**config.mk**
```make
export PLATFORM = sky130hd
export DESIGN_NAME = art_timer
export DESIGN_NICKNAME = d
export VERILOG_FILES = /design/src/hw/art_pkg.sv /design/src/hw/art_edge_sync.sv /design/src/hw/art_timer.sv
export SDC_FILE = /design/constraint.sdc
export NUM_CORES = 1
export LEC_CHECK = 0
export BUFFER_PORTS_ARGS = -buffer_cell sky130_fd_sc_hd__clkbuf_2
export CORE_MARGIN = 2
export CORE_UTILIZATION = 59
export DETAILED_ROUTE_END_ITERATION = 8
export PLACE_DENSITY = 0.8
export SETUP_SLACK_MARGIN = 0.4
export SLEW_MARGIN = 20
export SYNTH_ARGS = -nofsm -noshare
export SYNTH_HDL_FRONTEND = slang
export SYNTH_HIERARCHICAL = 1
export SYNTH_SLANG_ARGS = --single-unit
```
**constraint.sdc**
```tcl
create_clock -name core_clk_i -period 2.5 [get_ports core_clk_i]
set_input_delay 0 -clock core_clk_i [delete_from_list [all_inputs] [get_ports core_clk_i]]
set_output_delay 0 -clock core_clk_i [all_outputs]
set_load 0.01 [all_outputs]
```
**src/hw/art_pkg.sv**
```systemverilog
// Package for the auto-reload timer with comparator capture.
// Assumes a byte-wide special-function register port on one system clock.
package art_pkg;
	localparam logic [7:0] ADDR_CTRL     = 8'h91;
	localparam logic [7:0] ADDR_RELOAD_L = 8'h92;
	localparam logic [7:0] ADDR_RELOAD_H = 8'h93;
	localparam logic [7:0] ADDR_COUNT_L  = 8'h94;
	localparam logic [7:0] ADDR_COUNT_H  = 8'h95;

	localparam int BIT_HIGH_FLAG   = 7;
	localparam int BIT_LOW_FLAG    = 6;
	localparam int BIT_LOW_IRQ_EN  = 5;
	localparam int BIT_CAPTURE_EN  = 4;
	localparam int BIT_SPLIT       = 3;
	localparam int BIT_RUN         = 2;
	localparam int BIT_EXT_CLK_SEL = 0;

	localparam logic [7:0] RESET_BYTE = 8'h00;
	localparam logic [7:0] BYTE_ALL_ONES = 8'hFF;
	localparam logic [7:0] BYTE_ONE      = 8'h01;
endpackage : art_pkg

```
**src/hw/art_edge_sync.sv**
```systemverilog
// Two-flop synchroniser with rising-edge pulse for an asynchronous level.
// Assumes the level is slow against the system clock.
`timescale 1ns/100ps
module art_edge_sync (
	input  wire logic core_clk_i,
	input  wire logic rst_n_i,
	input  wire logic async_i,
	output logic      rise_o
);
	logic meta_q;
	logic sync_q;
	logic last_q;

	// Only sync_q reads meta_q; the edge detector looks at sync_q and last_q
	always_ff @(posedge core_clk_i or negedge rst_n_i) begin
		if (!rst_n_i) begin
			meta_q <= 1'b0;
			sync_q <= 1'b0;
			last_q <= 1'b0;
		end else begin
			meta_q <= async_i;
			sync_q <= meta_q;
			last_q <= sync_q;
		end
	end

	assign rise_o = sync_q & ~last_q;
endmodule : art_edge_sync

```
**src/hw/art_timer.sv**
```systemverilog
// Auto-reload timer with comparator capture and split 8-bit mode.
// Assumes count enables arrive as one-cycle pulses on core_clk_i and the
// comparator output is asynchronous.
//
// Functional notes
// - Comparator capture copies 16-bit count into both reload bytes on rising edge.
// - Capture with timer interrupts enabled raises an interrupt request.
// - Split bit 0 gives one 16-bit counter, 1 gives two 8-bit counters.
// - In 16-bit mode the timer counts only while run control is 1.
// - In split mode run gates only the high byte; low byte always counts.
// - Low reload byte supplies the low byte on auto-reload.
// - High reload byte supplies the high byte on auto-reload.
// - High overflow flag set on high byte wrap; software clears it.
// - Low overflow flag set on every low byte wrap; software clears it.
// - High count byte shows upper count half or independent high counter.
// - Low overflow with low enable and timer interrupts enabled requests interrupt.
`timescale 1ns/100ps
module art_timer (
	input  wire logic       core_clk_i,
	input  wire logic       rst_n_i,
	input  wire logic [7:0] sfr_addr_i,
	input  wire logic       sfr_wr_i,
	input  wire logic [7:0] sfr_wdata_i,
	input  wire logic       sfr_rd_i,
	input  wire logic       sys_tick_i,
	input  wire logic       ext_tick_i,
	input  wire logic       timer_irq_en_i,
	input  wire logic       analog_comparator_output_i,
	output logic      [7:0] sfr_rdata_o,
	output logic            irq_o
);
	logic [7:0] ctrl_q;
	logic [7:0] reload_low_byte_q;
	logic [7:0] reload_high_byte_q;
	logic [7:0] count_low_byte_q;
	logic [7:0] count_high_byte_q;
	logic [7:0] count_low_byte_d;
	logic [7:0] count_high_byte_d;
	logic [7:0] sfr_rdata_q;
	logic       irq_q;
	logic       high_overflow_flag_q;
	logic       low_overflow_flag_q;
	logic       cmp_rise;
	logic       capture_evt;
	logic       tick;
	logic       lo_tick;
	logic       hi_tick;
	logic       lo_wrap;
	logic       hi_wrap;
	logic       wr_ctrl;
	logic       wr_rl;
	logic       wr_rh;
	logic       wr_cl;
	logic       wr_ch;
	logic       split_mode_enable;
	logic       run_control;
	logic       comparator_capture_enable;
	logic       low_overflow_irq_enable;

	art_edge_sync u_cmp_sync (
		.core_clk_i (core_clk_i),
		.rst_n_i    (rst_n_i),
		.async_i    (analog_comparator_output_i),
		.rise_o     (cmp_rise)
	);

	assign split_mode_enable         = ctrl_q[art_pkg::BIT_SPLIT];
	assign run_control               = ctrl_q[art_pkg::BIT_RUN];
	assign comparator_capture_enable = ctrl_q[art_pkg::BIT_CAPTURE_EN];
	assign low_overflow_irq_enable   = ctrl_q[art_pkg::BIT_LOW_IRQ_EN];
	assign wr_ctrl = sfr_wr_i && (sfr_addr_i == art_pkg::ADDR_CTRL);
	assign wr_rl   = sfr_wr_i && (sfr_addr_i == art_pkg::ADDR_RELOAD_L);
	assign wr_rh   = sfr_wr_i && (sfr_addr_i == art_pkg::ADDR_RELOAD_H);
	assign wr_cl   = sfr_wr_i && (sfr_addr_i == art_pkg::ADDR_COUNT_L);
	assign wr_ch   = sfr_wr_i && (sfr_addr_i == art_pkg::ADDR_COUNT_H);
	assign capture_evt = cmp_rise & comparator_capture_enable;

	// Clock source select only chooses which enable pulse advances the count
	assign tick = ctrl_q[art_pkg::BIT_EXT_CLK_SEL] ? ext_tick_i : sys_tick_i;

	always_comb begin
		lo_tick = split_mode_enable ? tick : (tick & run_control);
		hi_tick = split_mode_enable ? (tick & run_control)
			: (tick & run_control & (count_low_byte_q == art_pkg::BYTE_ALL_ONES));
		lo_wrap = lo_tick & (count_low_byte_q == art_pkg::BYTE_ALL_ONES);
		hi_wrap = hi_tick & (count_high_byte_q == art_pkg::BYTE_ALL_ONES);
		count_low_byte_d  = count_low_byte_q;
		count_high_byte_d = count_high_byte_q;
		if (wr_cl) begin
			count_low_byte_d = sfr_wdata_i;
		end else if (split_mode_enable ? lo_wrap : hi_wrap) begin
			count_low_byte_d = reload_low_byte_q;
		end else if (lo_tick) begin
			count_low_byte_d = count_low_byte_q + art_pkg::BYTE_ONE;
		end
		if (wr_ch) begin
			count_high_byte_d = sfr_wdata_i;
		end else if (hi_wrap) begin
			count_high_byte_d = reload_high_byte_q;
		end else if (hi_tick) begin
			count_high_byte_d = count_high_byte_q + art_pkg::BYTE_ONE;
		end
	end

	always_ff @(posedge core_clk_i or negedge rst_n_i) begin
		if (!rst_n_i) begin
			count_low_byte_q  <= art_pkg::RESET_BYTE;
			count_high_byte_q <= art_pkg::RESET_BYTE;
		end else begin
			count_low_byte_q  <= count_low_byte_d;
			count_high_byte_q <= count_high_byte_d;
		end
	end

	// Capture beats a same-cycle software write so no comparator edge is lost
	always_ff @(posedge core_clk_i or negedge rst_n_i) begin
		if (!rst_n_i) begin
			reload_low_byte_q  <= art_pkg::RESET_BYTE;
			reload_high_byte_q <= art_pkg::RESET_BYTE;
		end else if (capture_evt) begin
			reload_low_byte_q  <= count_low_byte_q;
			reload_high_byte_q <= count_high_byte_q;
		end else begin
			if (wr_rl) begin
				reload_low_byte_q <= sfr_wdata_i;
			end
			if (wr_rh) begin
				reload_high_byte_q <= sfr_wdata_i;
			end
		end
	end

	// Control bits; flag bits live in their own flops
	always_ff @(posedge core_clk_i or negedge rst_n_i) begin
		if (!rst_n_i) begin
			ctrl_q <= art_pkg::RESET_BYTE;
		end else if (wr_ctrl) begin
			ctrl_q <= sfr_wdata_i & 8'h3D;
		end
	end

	// Hardware set wins over a software clear in the same cycle
	always_ff @(posedge core_clk_i or negedge rst_n_i) begin
		if (!rst_n_i) begin
			high_overflow_flag_q <= 1'b0;
			low_overflow_flag_q  <= 1'b0;
		end else begin
			if (hi_wrap) begin
				high_overflow_flag_q <= 1'b1;
			end else if (wr_ctrl) begin
				high_overflow_flag_q <= sfr_wdata_i[art_pkg::BIT_HIGH_FLAG];
			end
			if (lo_wrap) begin
				low_overflow_flag_q <= 1'b1;
			end else if (wr_ctrl) begin
				low_overflow_flag_q <= sfr_wdata_i[art_pkg::BIT_LOW_FLAG];
			end
		end
	end

	always_ff @(posedge core_clk_i or negedge rst_n_i) begin
		if (!rst_n_i) begin
			irq_q <= 1'b0;
		end else begin
			irq_q <= timer_irq_en_i & (high_overflow_flag_q | capture_evt
				| (low_overflow_flag_q & low_overflow_irq_enable));
		end
	end

	// Read data is registered; unmapped addresses read zero
	always_ff @(posedge core_clk_i or negedge rst_n_i) begin
		if (!rst_n_i) begin
			sfr_rdata_q <= art_pkg::RESET_BYTE;
		end else if (sfr_rd_i) begin
			unique case (sfr_addr_i)
				art_pkg::ADDR_CTRL: sfr_rdata_q <= {high_overflow_flag_q,
					low_overflow_flag_q, ctrl_q[5:0]};
				art_pkg::ADDR_RELOAD_L: sfr_rdata_q <= reload_low_byte_q;
				art_pkg::ADDR_RELOAD_H: sfr_rdata_q <= reload_high_byte_q;
				art_pkg::ADDR_COUNT_L:  sfr_rdata_q <= count_low_byte_q;
				art_pkg::ADDR_COUNT_H:  sfr_rdata_q <= count_high_byte_q;
				default:                sfr_rdata_q <= art_pkg::RESET_BYTE;
			endcase
		end
	end

	assign sfr_rdata_o = sfr_rdata_q;
	assign irq_o       = irq_q;

	property p_capture_copy;
		@(posedge core_clk_i) disable iff (!rst_n_i)
		capture_evt |=> (reload_low_byte_q == $past(count_low_byte_q))
			&& (reload_high_byte_q == $past(count_high_byte_q));
	endproperty
	a_capture_copy: assert property (p_capture_copy)
		else $error("capture did not copy count");

	property p_capture_irq;
		@(posedge core_clk_i) disable iff (!rst_n_i)
		(capture_evt && timer_irq_en_i) |=> irq_o;
	endproperty
	a_capture_irq: assert property (p_capture_irq)
		else $error("capture raised no interrupt");

	property p_reload16;
		@(posedge core_clk_i) disable iff (!rst_n_i)
		(!split_mode_enable && hi_wrap && !sfr_wr_i) |=>
			{count_high_byte_q, count_low_byte_q}
			== {$past(reload_high_byte_q), $past(reload_low_byte_q)};
	endproperty
	a_reload16: assert property (p_reload16)
		else $error("16-bit reload wrong");

	property p_stopped;
		@(posedge core_clk_i) disable iff (!rst_n_i)
		(!run_control && !split_mode_enable && !sfr_wr_i) |=>
			$stable({count_high_byte_q, count_low_byte_q});
	endproperty
	a_stopped: assert property (p_stopped)
		else $error("count moved while stopped");

	property p_split_high_gate;
		@(posedge core_clk_i) disable iff (!rst_n_i)
		(split_mode_enable && !run_control && !sfr_wr_i) |=> $stable(count_high_byte_q);
	endproperty
	a_split_high_gate: assert property (p_split_high_gate)
		else $error("high byte moved while stopped in split mode");

	property p_split_low_free;
		@(posedge core_clk_i) disable iff (!rst_n_i)
		(split_mode_enable && tick && !sfr_wr_i
			&& count_low_byte_q != art_pkg::BYTE_ALL_ONES)
		|=> count_low_byte_q == $past(count_low_byte_q) + art_pkg::BYTE_ONE;
	endproperty
	a_split_low_free: assert property (p_split_low_free)
		else $error("split low byte did not count");

	property p_split_low_reload;
		@(posedge core_clk_i) disable iff (!rst_n_i)
		(split_mode_enable && lo_wrap && !sfr_wr_i)
		|=> count_low_byte_q == $past(reload_low_byte_q);
	endproperty
	a_split_low_reload: assert property (p_split_low_reload)
		else $error("low byte reload wrong");

	property p_split_high_reload;
		@(posedge core_clk_i) disable iff (!rst_n_i)
		(split_mode_enable && hi_wrap && !sfr_wr_i)
		|=> count_high_byte_q == $past(reload_high_byte_q);
	endproperty
	a_split_high_reload: assert property (p_split_high_reload)
		else $error("high byte reload wrong");

	property p_high_flag;
		@(posedge core_clk_i) disable iff (!rst_n_i)
		hi_wrap |=> high_overflow_flag_q ##1 (high_overflow_flag_q || $past(wr_ctrl));
	endproperty
	a_high_flag: assert property (p_high_flag)
		else $error("high flag not set");

	property p_low_flag;
		@(posedge core_clk_i) disable iff (!rst_n_i)
		lo_wrap |=> low_overflow_flag_q;
	endproperty
	a_low_flag: assert property (p_low_flag)
		else $error("low flag not set");

	property p_read_high;
		@(posedge core_clk_i) disable iff (!rst_n_i)
		(sfr_rd_i && sfr_addr_i == art_pkg::ADDR_COUNT_H)
		|=> sfr_rdata_o == $past(count_high_byte_q);
	endproperty
	a_read_high: assert property (p_read_high)
		else $error("high count read wrong");

	property p_low_irq;
		@(posedge core_clk_i) disable iff (!rst_n_i)
		(low_overflow_flag_q && low_overflow_irq_enable && timer_irq_en_i) |=> irq_o;
	endproperty
	a_low_irq: assert property (p_low_irq)
		else $error("low overflow raised no interrupt");

	c_capture:  cover property (@(posedge core_clk_i) disable iff (!rst_n_i) capture_evt);
	c_wrap16:   cover property (@(posedge core_clk_i) disable iff (!rst_n_i)
		!split_mode_enable && hi_wrap);
	c_split_lo: cover property (@(posedge core_clk_i) disable iff (!rst_n_i)
		split_mode_enable && lo_wrap && !run_control);
endmodule : art_timer

```
==> results.cfg <==
[power]
powerDensity_nw_per_um2 = 610
netSwitchingFraction = 0.330
design_power_total_mw = 2.08
intPower_mw = 1.39
vdd_drop_max_uv = 331
seq_power_share = 0.557
combPwrFrac = 0.221
power_switching_uw = 686
power.leakage_nw = 1.50
clockPowerShare = 0.222

[drt]
drt_iter0_drc = 380
num_vias = 2730
routedWlPerCell_um = 19.5
dr.pass1.iters = 4
drt-total-wl_um = 8230
antenna_left = 0
vias_per_cell = 6.47
drc_errors = 0

[floorplanning]
initial_core_util = 0.607
core_um2 = 5040
pin_count = 33
fp-row-count = 26
fp.dieW_um = 76.0
fp.dieH_um = 76.0
die_area_um2 = 5780

[yosys]
ys_async_sr_fraction = 1.00
ys.flop_type = dfrtp_1
netlist_area_um2 = 3060
yosys.area.top_type = dfrtp_1
syn-num-nets = 345
synth_seq_area_share = 0.417
yosysWarnings = 6
ys_types = 59
syn_inst = 319
yosys-top-cells-area = dfrtp_1, mux2i_1, mux2_2
synth_edf_count = 0
ys_seq_elements = 51
avgSynthCellArea_um2 = 9.59
synth_common_cells = dfrtp_1, nand2_1, nor2_1, mux2i_1, a21oi_1
yosys.cell_count.top_type = dfrtp_1
yosysTopAreaCellShare = 0.417

[clocking]
cts_buffer_depth = 2
clock_sinks = 51
cts_root_buf = clkbuf_8
cts_buffers = 5
clk_pin_slew_ns = 0.09
insertion_delay_ns = 0.30
cts_setup_buffers = 0
cts_tree = yes
cts.htree.levels = 2

[finish]
areaGrowthSynthToFinish_pct = 11.4
nFillCells = 425
diodes = 0
nets = 377
fin_area_um2 = 3410
drive_above_1_share = 0.224
fin_cells = 422
fin_util = 0.676

[sta]
holdWs_ns = -0.00560
relSlewSlack = 0.608
setup_slack_ns = 0.525
finalSetupViolCount = 0
hold_violations = 1
fmax_ghz = 0.506
period_minus_slack_ns = 1.98
tightestPinTransition_ns = 0.586
fin_skew_ns = 0.00611
min_period_over_period = 0.790
slew_violations = 0
finalSetupTns_ns = 0
rsz0062_at_grt = false

[placement]
dp_hpwl_um = 5950
preCtsSetupSlack_ns = 0.404
port_buffers = 32
placed_area_um2 = 3270
gp_congestion = 0.952
dp_cells = 410

[outcome]
run_status = finished with violations
violations = hold timing

[grt]
grt_pass1_wl_um = 13600
grtUsageTotal = 0.296
first_global_vias = 2592
grt-ovfl-total = 0
grt_max_degree = 34
antenna_found_initial = 0

[critical_path]
crit_arrival_ns = 2.18
path_max_fanout = 8
cp.depth = 6
critical_path_class = reg2reg
crit_family = compound AO/OA/AOI/OAI gates
crit_buf_inv = 0
path_cells = ha_1 -> and3_2 -> a31oi_2 -> or2_2 -> nor3_1 -> o31ai_1
crit_required_ns = 2.71
worstSetupStartpointType = register
r2r_cells = 6
critPathCaptureType = register
slowest_delay_ns = 0.47
cp_slowest_cell = dfrtp_2

[job]
max-cap-violations = 0

[hold_path]
hold_class = in2reg
holdPathStages = 3
-- placed cells by master (no fill, tap or decap), types with 3 or more instances in the layout --
cell / count
clkbuf_8: 5
mux2i_1: 21
inv_1: 3
o31ai_1: 5
clkbuf_2: 32
o221ai_1: 7
nand2_1: 41
a21oi_1: 16
a31oi_1: 14
o21a_1: 8
dlygate4sd3_1: 4
nor2_1: 28
nor3_1: 8
nand3_1: 6
a22oi_1: 9
and3_1: 6
mux2_2: 15
dfrtp_1: 49
o21ai_0: 15
buf_4: 5
-- worst reg2reg max path, stage by stage (launching register included) --
cell and delay [ns]:
dfrtp_2 0.47, ha_1 0.25, and3_2 0.26, a31oi_2 0.38, or2_2 0.26, nor3_1 0.07, o31ai_1 0.21
-- timing repair --
action                                 in CTS  in global routing
gates resized for setup                     1                  6
endpoints found under the hold margin      22                  0
cloned                                      0                  0
hold buffers                                4                  0
setup endpoints to repair                   2                 16
-- flip-flops by register name, summed over array words and instances (netlist names) --
name and count:
reload_low_byte_q 8, irq_o 1, reload_high_byte_q 8, count_low_byte_q 8
sfr_rdata_o 8, u_cmp_sync/last_q 1, count_high_byte_q 8, u_cmp_sync/meta_q 1
u_cmp_sync/sync_q 1, high_overflow_flag_q 1, ctrl_q 5, low_overflow_flag_q 1
-- cell families after synthesis --
family,Yosys count,synth area share
xor+xnor,2,0.00572
buf+inv,19,0.0294
mux,36,0.124
simple gates,115,0.206
flops,51,0.417
fa+ha+maj,2,0.00818
compound gates,94,0.210
-- power groups by stage --
stage	combinational, mW	sequential, mW	clock, mW
after detailed placement	0.449	1.16	0
final	0.460	1.16	0.461
after floorplan	0.327	1.09	0
after global placement	0.433	1.16	0
after global routing	0.511	1.18	0.500
after CTS	0.455	1.15	0.463
-- final cells by class --
class,count,area [um2],share of cell area
Clock buffer,7,76.3,0.0224
Clock inverter,1,5.00,0.00147
Inverter,3,11.3,0.00330
Multi-Input combinational cell,249,1710,0.503
Sequential cell,51,1280,0.375
Tap cell,70,87.6,0.0257
Timing Repair Buffer,41,238,0.0697
-- final timing paths --
path,end,slack [ns],from
worst max-delay path,count_high_byte_q[7]$_DFFE_PN0P_,0.52,count_low_byte_q[0]$_DFFE_PN0P_
worst min-delay path,count_high_byte_q[1]$_DFFE_PN0P_,-0.006,sfr_wdata_i[1]
worst max register to register,count_high_byte_q[7]$_DFFE_PN0P_,0.52,count_low_byte_q[0]$_DFFE_PN0P_
worst min register to register,u_cmp_sync/sync_q$_DFF_PN0_,0.36,u_cmp_sync/meta_q$_DFF_PN0_
max in group asynchronous,count_high_byte_q[0]$_DFFE_PN0P_,1.49,rst_n_i
min in group asynchronous,reload_high_byte_q[6]$_DFFE_PN0P_,0.19,rst_n_i
-- per-layer routing --
layer  global-route usage  up-vias  share of wire
met5                    0        -              0
met4               0.0927        0          0.021
met3               0.0438       16          0.076
met2                0.471      142           0.47
met1                0.421     1301           0.43
li1                     -     1271              -
No activity file was read; power rests on OpenSTA's default activity.
